==> config.mk <==
export PLATFORM = sky130hd
export DESIGN_NAME = node_packet_tx_rx_regs
export DESIGN_NICKNAME = d
export VERILOG_FILES = /design/src/shared/node_pkt_pkg.sv /design/src/design/node_packet_tx_rx_regs.sv
export VERILOG_INCLUDE_DIRS = /design/src /design/src/shared
export SDC_FILE = /design/constraint.sdc
export NUM_CORES = 1
export LEC_CHECK = 0
export BUFFER_PORTS_ARGS = -buffer_cell sky130_fd_sc_hd__buf_2
export CORE_MARGIN = 4
export CORE_UTILIZATION = 45
export CTS_BUF_LIST = sky130_fd_sc_hd__clkbuf_8
export CTS_CLUSTER_DIAMETER = 60
export CTS_CLUSTER_SIZE = 25
export DETAILED_ROUTE_END_ITERATION = 6
export HOLD_SLACK_MARGIN = 0.02
export PLACE_DENSITY = 0.73
export SLEW_MARGIN = 10
export SYNTH_ARGS = -nofsm -noshare
export SYNTH_HDL_FRONTEND = slang
export SYNTH_SLANG_ARGS = --single-unit
==> constraint.sdc <==
create_clock -name aclk -period 2.7 [get_ports aclk]
set_input_delay 0.27 -clock aclk [delete_from_list [all_inputs] [get_ports aclk]]
set_output_delay 0.27 -clock aclk [all_outputs]
set_load 0.01 [all_outputs]
==> src/shared/node_pkt_consts.svh <==
// constants for the node packet send/receive register block
// assumes inclusion by bare name from design files; definitions only
`ifndef NODE_PKT_CONSTS_SVH
`define NODE_PKT_CONSTS_SVH

// register byte offsets (low five address bits)
`define OFS_TX_CTRL  5'h00
`define OFS_RX_STAT  5'h04
`define OFS_SEND_PAY 5'h08
`define OFS_SEND_KEY 5'h0C
`define OFS_RX_PAY   5'h10
`define OFS_RX_KEY   5'h14
`define OFS_RSVD     5'h18
`define OFS_TEST     5'h1C

// transmit control fields
`define TXC_OVR      26
`define TXC_OVR_IE   27
`define TXC_FULL     28
`define TXC_FULL_IE  29
`define TXC_INT      31

// receive status fields
`define RXS_FRAME    24
`define RXS_FRAME_IE 25
`define RXS_PAR      26
`define RXS_PAR_IE   27
`define RXS_RCVD     28
`define RXS_RCVD_IE  29
`define RXS_INT      31

// control byte fields
`define CB_PARITY    0
`define CB_DATA      1
`define CB_SEQ_LO    4
`define CB_TYPE_LO   6

// packet type codes
`define TYPE_MC      2'b00
`define TYPE_P2P     2'b01
`define TYPE_NN      2'b10

// reset values
`define RST_WORD     32'h0000_0000
`define RST_BYTE     8'h00

// axi responses
`define RESP_OKAY    2'b00
`define RESP_SLVERR  2'b10

`endif

==> src/shared/node_pkt_pkg.sv <==
// types shared by the packet block and whoever joins it to the router
// assumes nothing of its surroundings
package node_pkt_pkg;

  // one packet as exchanged with the routing fabric
  // for point-to-point, key[31:16] is source id, key[15:0] destination id
  typedef struct packed {
    logic [7:0]  ctrl;
    logic [31:0] key;
    logic [31:0] payload;
  } pkt_t;

endpackage : node_pkt_pkg

==> src/design/node_packet_tx_rx_regs.sv <==
// packet send/receive controller with an axi4-lite register slave
// assumes the router shares aclk; packets move on valid/ready handshakes
//
// Chosen here: the register offsets and register access over AXI4-Lite.
`include "node_pkt_consts.svh"

module node_packet_tx_rx_regs #(
  parameter int ADDR_W = 12
) (
  input  wire logic                aclk,
  input  wire logic                aresetn,
  input  wire logic [ADDR_W-1:0]   s_axi_awaddr,
  input  wire logic                s_axi_awvalid,
  output logic                     s_axi_awready,
  input  wire logic [31:0]         s_axi_wdata,
  input  wire logic [3:0]          s_axi_wstrb,
  input  wire logic                s_axi_wvalid,
  output logic                     s_axi_wready,
  output logic [1:0]               s_axi_bresp,
  output logic                     s_axi_bvalid,
  input  wire logic                s_axi_bready,
  input  wire logic [ADDR_W-1:0]   s_axi_araddr,
  input  wire logic                s_axi_arvalid,
  output logic                     s_axi_arready,
  output logic [31:0]              s_axi_rdata,
  output logic [1:0]               s_axi_rresp,
  output logic                     s_axi_rvalid,
  input  wire logic                s_axi_rready,
  output node_pkt_pkg::pkt_t       tx_pkt,
  output logic                     tx_valid,
  input  wire logic                tx_ready,
  input  node_pkt_pkg::pkt_t       rx_pkt,
  input  wire logic                rx_frame_err,
  input  wire logic                rx_valid,
  output logic                     rx_ready
);
  import node_pkt_pkg::*;

  // true when the address falls on the given register word
  function automatic logic hits(input logic [ADDR_W-1:0] a, input logic [4:0] ofs);
    hits = (a[ADDR_W-1:5] == '0) && (a[4:0] == ofs);
  endfunction : hits

  // builds the outgoing packet from software words
  function automatic pkt_t make_pkt(input logic [7:0] cb, input logic [15:0] src,
                                    input logic [31:0] key, input logic [31:0] pay,
                                    input logic has_pay);
    pkt_t p;
    p.ctrl = cb;
    p.key = key;
    p.payload = has_pay ? pay : `RST_WORD;
    p.ctrl[`CB_DATA] = has_pay;
    if (cb[`CB_TYPE_LO+:2] == `TYPE_P2P) begin
      p.ctrl[`CB_SEQ_LO+:2] = key[17:16];
      p.key = {src, key[15:0]};
    end
    p.ctrl[`CB_PARITY] = ~(^{p.ctrl[7:1], p.key, p.payload});
    make_pkt = p;
  endfunction : make_pkt

  logic              awready_q, wready_q, bvalid_q, arready_q, rvalid_q;
  logic [1:0]        bresp_q, rresp_q;
  logic [31:0]       rdata_q;
  logic [ADDR_W-1:0] awaddr_q;
  logic [31:0]       wdata_q;
  logic [3:0]        wstrb_q;
  logic [15:0]       src_id_q;
  logic [7:0]        ctrl_byte_q;
  logic              ovr_q, ovr_ie_q, full_ie_q;
  logic [31:0]       send_pay_q;
  logic              pay_pend_q;
  pkt_t              tx_pkt_q;
  logic              tx_full_q;
  logic [7:0]        rx_ctrl_q;
  logic [31:0]       rx_key_q, rx_pay_q;
  logic              fr_q, par_q, fr_ie_q, par_ie_q, rcvd_ie_q, rx_ready_q;
  logic              test_q;
  logic              wr_go, rd_go, rx_take, tx_take, key_wr, drop;
  logic [31:0]       rd_word;
  wire  [31:0]       m;
  logic              tx_int, rx_int;

  // a write completes once address and data are both held
  // both readies stay low until the answer, so only one write is ever in flight
  assign wr_go   = ~awready_q & ~wready_q & ~bvalid_q;
  assign rd_go   = s_axi_arvalid & arready_q;
  assign rx_take = rx_valid & rx_ready_q;
  assign tx_take = tx_full_q & tx_ready;
  assign key_wr  = wr_go & hits(awaddr_q, `OFS_SEND_KEY);
  assign drop    = key_wr & tx_full_q;
  // interrupt status is derived only, so test mode can never write it
  assign tx_int  = (ovr_q & ovr_ie_q) | (tx_full_q & full_ie_q);
  assign rx_int  = (fr_q & fr_ie_q) | (par_q & par_ie_q)
                 | (~rx_ready_q & rcvd_ie_q);

  // byte-lane write mask from the held strobes
  for (genvar b = 0; b < 4; b++) begin : g_lane
    assign m[8*b+:8] = {8{wstrb_q[b]}};
  end

  // write address and data captured in either order, one write at a time
  always_ff @(posedge aclk) begin
    if (!aresetn) begin
      awready_q <= 1'b1;
      wready_q  <= 1'b1;
      bvalid_q  <= 1'b0;
      bresp_q   <= `RESP_OKAY;
      awaddr_q  <= '0;
      wdata_q   <= `RST_WORD;
      wstrb_q   <= 4'h0;
    end else begin
      if (s_axi_awvalid && awready_q) begin
        awaddr_q  <= s_axi_awaddr;
        awready_q <= 1'b0;
      end
      if (s_axi_wvalid && wready_q) begin
        wdata_q  <= s_axi_wdata;
        wstrb_q  <= s_axi_wstrb;
        wready_q <= 1'b0;
      end
      if (wr_go) begin
        bvalid_q  <= 1'b1;
        bresp_q   <= (awaddr_q[ADDR_W-1:5] == '0) ? `RESP_OKAY : `RESP_SLVERR;
        awready_q <= 1'b1;
        wready_q  <= 1'b1;
      end else if (bvalid_q && s_axi_bready) begin
        bvalid_q <= 1'b0;
      end
    end
  end

  // read word view of every register, write-only bits included
  always_comb begin
    rd_word = `RST_WORD;
    if (hits(s_axi_araddr, `OFS_TX_CTRL)) begin
      rd_word[15:0]         = src_id_q;
      rd_word[23:16]        = ctrl_byte_q;
      rd_word[`TXC_OVR]     = ovr_q;
      rd_word[`TXC_OVR_IE]  = ovr_ie_q;
      rd_word[`TXC_FULL]    = tx_full_q;
      rd_word[`TXC_FULL_IE] = full_ie_q;
      rd_word[`TXC_INT]     = tx_int;
    end else if (hits(s_axi_araddr, `OFS_RX_STAT)) begin
      rd_word[23:16]         = rx_ctrl_q;
      rd_word[`RXS_FRAME]    = fr_q;
      rd_word[`RXS_FRAME_IE] = fr_ie_q;
      rd_word[`RXS_PAR]      = par_q;
      rd_word[`RXS_PAR_IE]   = par_ie_q;
      rd_word[`RXS_RCVD]     = ~rx_ready_q;
      rd_word[`RXS_RCVD_IE]  = rcvd_ie_q;
      rd_word[`RXS_INT]      = rx_int;
    end else if (hits(s_axi_araddr, `OFS_SEND_PAY)) begin
      rd_word = send_pay_q;
    end else if (hits(s_axi_araddr, `OFS_SEND_KEY)) begin
      rd_word = tx_pkt_q.key;
    end else if (hits(s_axi_araddr, `OFS_RX_PAY)) begin
      rd_word = rx_pay_q;
    end else if (hits(s_axi_araddr, `OFS_RX_KEY)) begin
      rd_word = rx_key_q;
    end else if (hits(s_axi_araddr, `OFS_TEST)) begin
      rd_word = {31'h0000_0000, test_q};
    end
  end

  // read channel: data registered one cycle after the address is taken
  always_ff @(posedge aclk) begin
    if (!aresetn) begin
      arready_q <= 1'b1;
      rvalid_q  <= 1'b0;
      rdata_q   <= `RST_WORD;
      rresp_q   <= `RESP_OKAY;
    end else if (rd_go) begin
      arready_q <= 1'b0;
      rvalid_q  <= 1'b1;
      rdata_q   <= rd_word;
      rresp_q   <= (s_axi_araddr[ADDR_W-1:5] == '0) ? `RESP_OKAY : `RESP_SLVERR;
    end else if (rvalid_q && s_axi_rready) begin
      rvalid_q  <= 1'b0;
      arready_q <= 1'b1;
    end
  end

  // test mode bit
  always_ff @(posedge aclk) begin
    if (!aresetn) begin
      test_q <= 1'b0;
    end else if (wr_go && hits(awaddr_q, `OFS_TEST) && wstrb_q[0]) begin
      test_q <= wdata_q[0];
    end
  end

  // transmit control fields; overrun set beats a software clear
  always_ff @(posedge aclk) begin
    if (!aresetn) begin
      src_id_q    <= 16'h0000;
      ctrl_byte_q <= `RST_BYTE;
      ovr_q       <= 1'b0;
      ovr_ie_q    <= 1'b0;
      full_ie_q   <= 1'b0;
    end else begin
      if (wr_go && hits(awaddr_q, `OFS_TX_CTRL)) begin
        src_id_q    <= (src_id_q & ~m[15:0]) | (wdata_q[15:0] & m[15:0]);
        ctrl_byte_q <= (ctrl_byte_q & ~m[23:16]) | (wdata_q[23:16] & m[23:16]);
        if (wstrb_q[3]) begin
          ovr_ie_q  <= wdata_q[`TXC_OVR_IE];
          full_ie_q <= wdata_q[`TXC_FULL_IE];
          ovr_q     <= test_q ? wdata_q[`TXC_OVR] : (ovr_q & wdata_q[`TXC_OVR]);
        end
      end
      if (drop) begin
        ovr_q <= 1'b1;
      end
    end
  end

  // payload word and the flag saying it was written since the last send-key write, dropped ones included
  always_ff @(posedge aclk) begin
    if (!aresetn) begin
      send_pay_q <= `RST_WORD;
      pay_pend_q <= 1'b0;
    end else if (wr_go && hits(awaddr_q, `OFS_SEND_PAY)) begin
      send_pay_q <= (send_pay_q & ~m) | (wdata_q & m);
      pay_pend_q <= 1'b1;
    end else if (key_wr) begin
      pay_pend_q <= 1'b0;
    end
  end

  // one-entry transmit buffer toward the router
  always_ff @(posedge aclk) begin
    if (!aresetn) begin
      tx_pkt_q  <= '0;
      tx_full_q <= 1'b0;
    end else begin
      if (tx_take) begin
        tx_full_q <= 1'b0;
      end
      if (key_wr && !tx_full_q) begin
        // types 00, 01 and 10 differ only in how the key word is used
        tx_pkt_q  <= make_pkt(ctrl_byte_q, src_id_q, wdata_q & m, send_pay_q,
                              pay_pend_q);
        tx_full_q <= 1'b1;
      end else if (test_q && wr_go && hits(awaddr_q, `OFS_TX_CTRL) && wstrb_q[3]) begin
        tx_full_q <= wdata_q[`TXC_FULL];
      end
    end
  end

  // receive side: one packet held until the received key is read
  always_ff @(posedge aclk) begin
    if (!aresetn) begin
      rx_ctrl_q  <= `RST_BYTE;
      rx_key_q   <= `RST_WORD;
      rx_pay_q   <= `RST_WORD;
      fr_q       <= 1'b0;
      par_q      <= 1'b0;
      fr_ie_q    <= 1'b0;
      par_ie_q   <= 1'b0;
      rcvd_ie_q  <= 1'b0;
      rx_ready_q <= 1'b1;
    end else begin
      if (wr_go && hits(awaddr_q, `OFS_RX_STAT)) begin
        if (wstrb_q[3]) begin
          fr_ie_q   <= wdata_q[`RXS_FRAME_IE];
          par_ie_q  <= wdata_q[`RXS_PAR_IE];
          rcvd_ie_q <= wdata_q[`RXS_RCVD_IE];
          fr_q      <= test_q ? wdata_q[`RXS_FRAME] : (fr_q & wdata_q[`RXS_FRAME]);
          par_q     <= test_q ? wdata_q[`RXS_PAR] : (par_q & wdata_q[`RXS_PAR]);
          if (test_q) begin
            rx_ready_q <= ~wdata_q[`RXS_RCVD];
          end
        end
        if (test_q) begin
          rx_ctrl_q <= (rx_ctrl_q & ~m[23:16]) | (wdata_q[23:16] & m[23:16]);
        end
      end
      if (test_q && wr_go && hits(awaddr_q, `OFS_RX_PAY)) begin
        rx_pay_q <= (rx_pay_q & ~m) | (wdata_q & m);
      end
      if (test_q && wr_go && hits(awaddr_q, `OFS_RX_KEY)) begin
        rx_key_q <= (rx_key_q & ~m) | (wdata_q & m);
      end
      if (rd_go && hits(s_axi_araddr, `OFS_RX_KEY)) begin
        rx_ready_q <= 1'b1;
      end
      // flags set here win over a software clear in the same cycle
      if (rx_take) begin
        rx_ready_q <= 1'b0;
        rx_ctrl_q  <= rx_pkt.ctrl;
        if (rx_pkt.ctrl[`CB_DATA]) begin
          rx_pay_q <= rx_pkt.payload;
        end
        if (rx_pkt.ctrl[`CB_TYPE_LO+:2] == `TYPE_P2P) begin
          rx_key_q <= {14'h0000, rx_pkt.ctrl[`CB_SEQ_LO+:2], rx_pkt.key[31:16]};
        end else begin
          rx_key_q <= rx_pkt.key;
        end
        if (rx_frame_err) begin
          fr_q <= 1'b1;
        end
        if (~^{rx_pkt.ctrl, rx_pkt.key, rx_pkt.ctrl[`CB_DATA] ? rx_pkt.payload : `RST_WORD}) begin
          par_q <= 1'b1;
        end
      end
    end
  end

  // outputs straight from flip-flops
  assign s_axi_awready = awready_q;
  assign s_axi_wready  = wready_q;
  assign s_axi_bvalid  = bvalid_q;
  assign s_axi_bresp   = bresp_q;
  assign s_axi_arready = arready_q;
  assign s_axi_rvalid  = rvalid_q;
  assign s_axi_rdata   = rdata_q;
  assign s_axi_rresp   = rresp_q;
  assign tx_pkt        = tx_pkt_q;
  assign tx_valid      = tx_full_q;
  assign rx_ready      = rx_ready_q;

endmodule : node_packet_tx_rx_regs

==> run summary <==
======================================================================================================
Post-Route Hold Slack ...................................................................   0.03836 ns
Clock transition at the register clock pins on the worst setup and hold paths after CTS .      0.11 ns
Vias per cell ...........................................................................        5.940
Initial Util ............................................................................       0.4574
Standard-cell rows ......................................................................           65
Final-report setup violation count ......................................................            0
Die span in x ...........................................................................     187.6 um
Clock sink count ........................................................................          299
Number of global-route vias before repair ...............................................        14200
Number of I/O port buffers ..............................................................          254
DRT iter0 DRCs ..........................................................................         2096
Post-layout net count ...................................................................         2304
Average size of a mapped cell ...........................................................  7.771 sq um
Part of the Yosys area used for sequential elements .....................................       0.4126
Total of warnings raised by yosys .......................................................            0
Max-slew violation count ................................................................            0
Part of the cycle the worst path needs ..................................................       0.9398
Global placer's final weighted congestion ...............................................       0.9692
Wire length of the first global-routing pass ............................................     83.74 mm
Max-slew headroom .......................................................................       0.5553
Residual antenna-violating net count after detailed routing .............................            0
Clock Skew ..............................................................................   0.03206 ns
Kind of path behind the tightest hold check .............................................    in -> reg
Top flip-flop cell by instance count after synthesis .................................... sky130_fd_sc_hd__dfxtp_1
Leakage power ...........................................................................     6.620 nW
RSZ-0062 raised after global routing ....................................................           no
Fmax ....................................................................................   0.3941 GHz
Maximum number of pins on one net before global-route repair ............................          104
Detailed placer's ending HPWL ...........................................................     40.88 mm
Pre-antenna DRT Iters ...................................................................            5
Critical path fanouts, max ..............................................................           20
Overall global routing resource usage ...................................................       0.2992
CTS buffer count ........................................................................           28
Min Tclk post-route .....................................................................     2.538 ns
Overall routed net length ...............................................................     56.04 mm
Number of antenna violations at the first check in global routing .......................            2
Number of enable-type register cells in the synthesized netlist .........................            0
Actual transition at the worst max-transition pin .......................................    0.6655 ns
Relative area change from synthesis to final layout .....................................       23.54%
Final total power .......................................................................     9.450 mW
Total core area .........................................................................  31720 sq um
Die Footprint ...........................................................................  35180 sq um
Clock latency reported for the late side of the worst-skew pair .........................      0.61 ns
Hold Fails Final Rpt ....................................................................            0
Summed instance area of the synthesized netlist .........................................  14510 sq um
Areal power density over the cells ...................................................... 527.2 nW/um^2
Critical Path Sink Type .................................................................    flip-flop
Distinct cell type count of the synthesized netlist .....................................           60
Crit Path Class .........................................................................   reg -> reg
Clock Path Buffers ......................................................................            3
Result of the run ....................................................................... finished clean
Vertical die dimension ..................................................................     187.6 um
DRC viols ...............................................................................            0
Fraction of layout cells with a size suffix above 1 .....................................       0.1947
Vias after detailed routing .............................................................        15360
Number of cells produced by synthesis ...................................................         1867
Final-layout setup total negative slack .................................................         0 ns
Worst Setup Start Kind ..................................................................    flip-flop
Reported max-cap violation count ........................................................            0
Register bit total from synthesis .......................................................          299
Wire per inst ...........................................................................     21.67 um
Data required time of the critical path .................................................      3.22 ns
Proportion of synthesized flip-flops having asynchronous set or reset ...................            0
Number of top-level pins ................................................................          257
TritonCTS clock tree ....................................................................         done
Total congestion overflow ...............................................................            0
Worst path arrival time .................................................................      3.06 ns
Clk root buf ............................................................................ sky130_fd_sc_hd__clkbuf_8
Deepest level of the CTS H-tree .........................................................            1
Largest voltage drop on the vdd net .....................................................    0.3136 mV
======================================================================================================
-- metal layers --
metal / track usage / vias to the layer above / wire (um)
met5: 0 / - / 10
met2: 0.4640 / 861 / 24540
met1: 0.4271 / 7255 / 24030
met3: 0.05733 / 100 / 5858
met4: 0.08413 / 2 / 1599
li1: - / 7144 / -
-- cells in the final DEF, fill, tap and decap left out, types with 3 or more instances in the layout --
| master | netlist | layout |
|---|---|---|
| sky130_fd_sc_hd__a31oi_1 | 6 | 6 |
| sky130_fd_sc_hd__a22o_1 | 3 | 3 |
| sky130_fd_sc_hd__buf_4 | 3 | 87 |
| sky130_fd_sc_hd__nand3b_1 | 9 | 9 |
| sky130_fd_sc_hd__inv_1 | 7 | 7 |
| sky130_fd_sc_hd__o211ai_1 | 5 | 5 |
| sky130_fd_sc_hd__dlygate4sd3_1 | 0 | 84 |
| sky130_fd_sc_hd__dfxtp_1 | 299 | 299 |
| sky130_fd_sc_hd__o221ai_1 | 3 | 3 |
| sky130_fd_sc_hd__a22oi_1 | 31 | 31 |
| sky130_fd_sc_hd__and2_1 | 6 | 5 |
| sky130_fd_sc_hd__buf_12 | 1 | 7 |
| sky130_fd_sc_hd__a221oi_1 | 18 | 18 |
| sky130_fd_sc_hd__nand2b_1 | 6 | 6 |
| sky130_fd_sc_hd__nor3b_1 | 3 | 3 |
| sky130_fd_sc_hd__nand3_1 | 179 | 179 |
| sky130_fd_sc_hd__o22ai_1 | 3 | 3 |
| sky130_fd_sc_hd__buf_2 | 18 | 254 |
| sky130_fd_sc_hd__clkinv_4 | 0 | 3 |
| sky130_fd_sc_hd__xnor2_1 | 109 | 109 |
| sky130_fd_sc_hd__o2bb2ai_1 | 5 | 5 |
| sky130_fd_sc_hd__inv_6 | 0 | 5 |
| sky130_fd_sc_hd__nor3_1 | 15 | 14 |
| sky130_fd_sc_hd__a21oi_1 | 238 | 238 |
| sky130_fd_sc_hd__and3b_2 | 4 | 4 |
| sky130_fd_sc_hd__and3_1 | 4 | 4 |
| sky130_fd_sc_hd__clkbuf_8 | 0 | 32 |
| sky130_fd_sc_hd__nor2b_1 | 19 | 18 |
| sky130_fd_sc_hd__xor2_1 | 28 | 28 |
| sky130_fd_sc_hd__a222oi_1 | 6 | 6 |
| sky130_fd_sc_hd__clkinvlp_4 | 0 | 5 |
| sky130_fd_sc_hd__mux2i_1 | 17 | 17 |
| sky130_fd_sc_hd__a311oi_1 | 59 | 59 |
| sky130_fd_sc_hd__a211oi_1 | 46 | 46 |
| sky130_fd_sc_hd__clkinv_8 | 0 | 3 |
| sky130_fd_sc_hd__nand2_1 | 349 | 347 |
| sky130_fd_sc_hd__o21ai_0 | 64 | 64 |
| sky130_fd_sc_hd__nand4_1 | 3 | 3 |
| sky130_fd_sc_hd__nor2_1 | 124 | 122 |
-- critical path: stages, from the launching register on --
cell,delay [ns]
sky130_fd_sc_hd__dfxtp_1,0.36
sky130_fd_sc_hd__nor3_1,0.49
sky130_fd_sc_hd__nand4_1,0.22
sky130_fd_sc_hd__buf_4,0.23
sky130_fd_sc_hd__nor2_1,0.13
sky130_fd_sc_hd__buf_4,0.29
sky130_fd_sc_hd__nand2_1,0.08
sky130_fd_sc_hd__nand2_1,0.14
sky130_fd_sc_hd__buf_4,0.23
sky130_fd_sc_hd__nor2_1,0.05
sky130_fd_sc_hd__a211oi_1,0.22
-- metrics by stage --
step / utilization / instance area (sq um) / worst slack [ns] / std cells
3_3_place_gp: 0.5173 / 16410 / 0.2345 / 2449
3_5_place_dp: 0.5173 / 16410 / 0.1949 / 2449
6_report: 0.5651 / 17920 / 0.1625 / 2586
5_1_grt: 0.5651 / 17920 / 0.01057 / 2586
4_1_cts: 0.5648 / 17910 / 0.1682 / 2585
2_1_floorplan: - / 14510 / 0.3804 / 1868
-- path summary, 6_finish.rpt --
path                                           startpoint                      end  slack [ns]  cells past startpoint
worst min-delay path                           rx_pkt[10]  rx_pay_q[10]$_SDFF_PN0_        0.04                      3
worst max register to register  s_axi_wready$_SDFFE_PP1P_                flip-flop        0.16                     10
worst min register to register    tx_pkt[20]$_SDFFE_PN0P_  tx_pkt[20]$_SDFFE_PN0P_        0.45                      2
worst max-delay path            s_axi_wready$_SDFFE_PP1P_                flip-flop        0.16                     10
-- cell families after synthesis --
kind of cell	synth area share
XOR/XNOR	0.08693
multiplexers	0.01173
adder cells (fa/ha/maj)	0.0008622
AND/OR/NAND/NOR	0.2218
buffers and inverters	0.05036
AO/OA/AOI/OAI	0.2155
flip-flops	0.4126
other	0.0002585
-- where the power goes --
part           switching [mW]  internal (mW)
sequential              0.131           4.58
clock                    1.86           1.30
combinational           0.908          0.673
total                    2.90           6.55
-- layout make-up --
class | count | area (sq um)
Fill cell | 2941 | 13790
Multi-Input combinational cell | 1393 | 7831
Sequential cell | 299 | 5986
Timing Repair Buffer | 432 | 2905
Tap cell | 402 | 503.0
Clock buffer | 32 | 440.4
Clock inverter | 20 | 225.2
Inverter | 7 | 31.28
Antenna cell | 1 | 2.502
-- synth_stat cells (2+ instances only) --
library cell | n | share of area
sky130_fd_sc_hd__a221oi_1 | 18 | 0.011
sky130_fd_sc_hd__a22o_1 | 3 | 0.0018
sky130_fd_sc_hd__or2_2 | 2 | 0.00086
sky130_fd_sc_hd__and3b_2 | 4 | 0.0028
sky130_fd_sc_hd__o211ai_1 | 5 | 0.0026
sky130_fd_sc_hd__a211oi_1 | 46 | 0.024
sky130_fd_sc_hd__nand2b_1 | 6 | 0.0026
sky130_fd_sc_hd__a222oi_1 | 6 | 0.0041
sky130_fd_sc_hd__nor3b_1 | 3 | 0.0016
sky130_fd_sc_hd__mux2i_1 | 17 | 0.012
sky130_fd_sc_hd__nand3_1 | 179 | 0.062
sky130_fd_sc_hd__o21ai_0 | 64 | 0.022
sky130_fd_sc_hd__o31ai_1 | 2 | 0.0010
sky130_fd_sc_hd__a22oi_1 | 31 | 0.016
sky130_fd_sc_hd__clkbuf_1 | 139 | 0.036
sky130_fd_sc_hd__o2111ai_1 | 2 | 0.0012
sky130_fd_sc_hd__nor2_1 | 124 | 0.032
sky130_fd_sc_hd__xor2_1 | 28 | 0.017
sky130_fd_sc_hd__o22ai_1 | 3 | 0.0013
sky130_fd_sc_hd__nand4_1 | 3 | 0.0013
sky130_fd_sc_hd__inv_1 | 7 | 0.0018
sky130_fd_sc_hd__or3_1 | 3 | 0.0013
sky130_fd_sc_hd__a21oi_1 | 238 | 0.082
sky130_fd_sc_hd__nor4_1 | 3 | 0.0013
sky130_fd_sc_hd__buf_2 | 18 | 0.0062
sky130_fd_sc_hd__nor3_1 | 15 | 0.0052
sky130_fd_sc_hd__o221ai_1 | 3 | 0.0018
sky130_fd_sc_hd__nand2_1 | 349 | 0.090
sky130_fd_sc_hd__nor2b_1 | 19 | 0.0082
sky130_fd_sc_hd__and2_1 | 6 | 0.0026
sky130_fd_sc_hd__o2bb2ai_1 | 5 | 0.0030
sky130_fd_sc_hd__a31oi_1 | 6 | 0.0026
sky130_fd_sc_hd__xnor2_1 | 109 | 0.066
sky130_fd_sc_hd__xnor3_1 | 2 | 0.0031
sky130_fd_sc_hd__buf_4 | 3 | 0.0016
sky130_fd_sc_hd__nand3b_1 | 9 | 0.0047
sky130_fd_sc_hd__a311oi_1 | 59 | 0.036
sky130_fd_sc_hd__buf_1 | 5 | 0.0013
sky130_fd_sc_hd__dfxtp_1 | 299 | 0.41
sky130_fd_sc_hd__and3_1 | 4 | 0.0017
-- timing repair --
action	in CTS	in global routing
hold buffers	84	0
gates resized for setup	0	3
setup buffers	0	0
endpoints found under the hold margin	85	0
endpoints found under the setup margin	0	6
(Power assumes the default switching activity.)
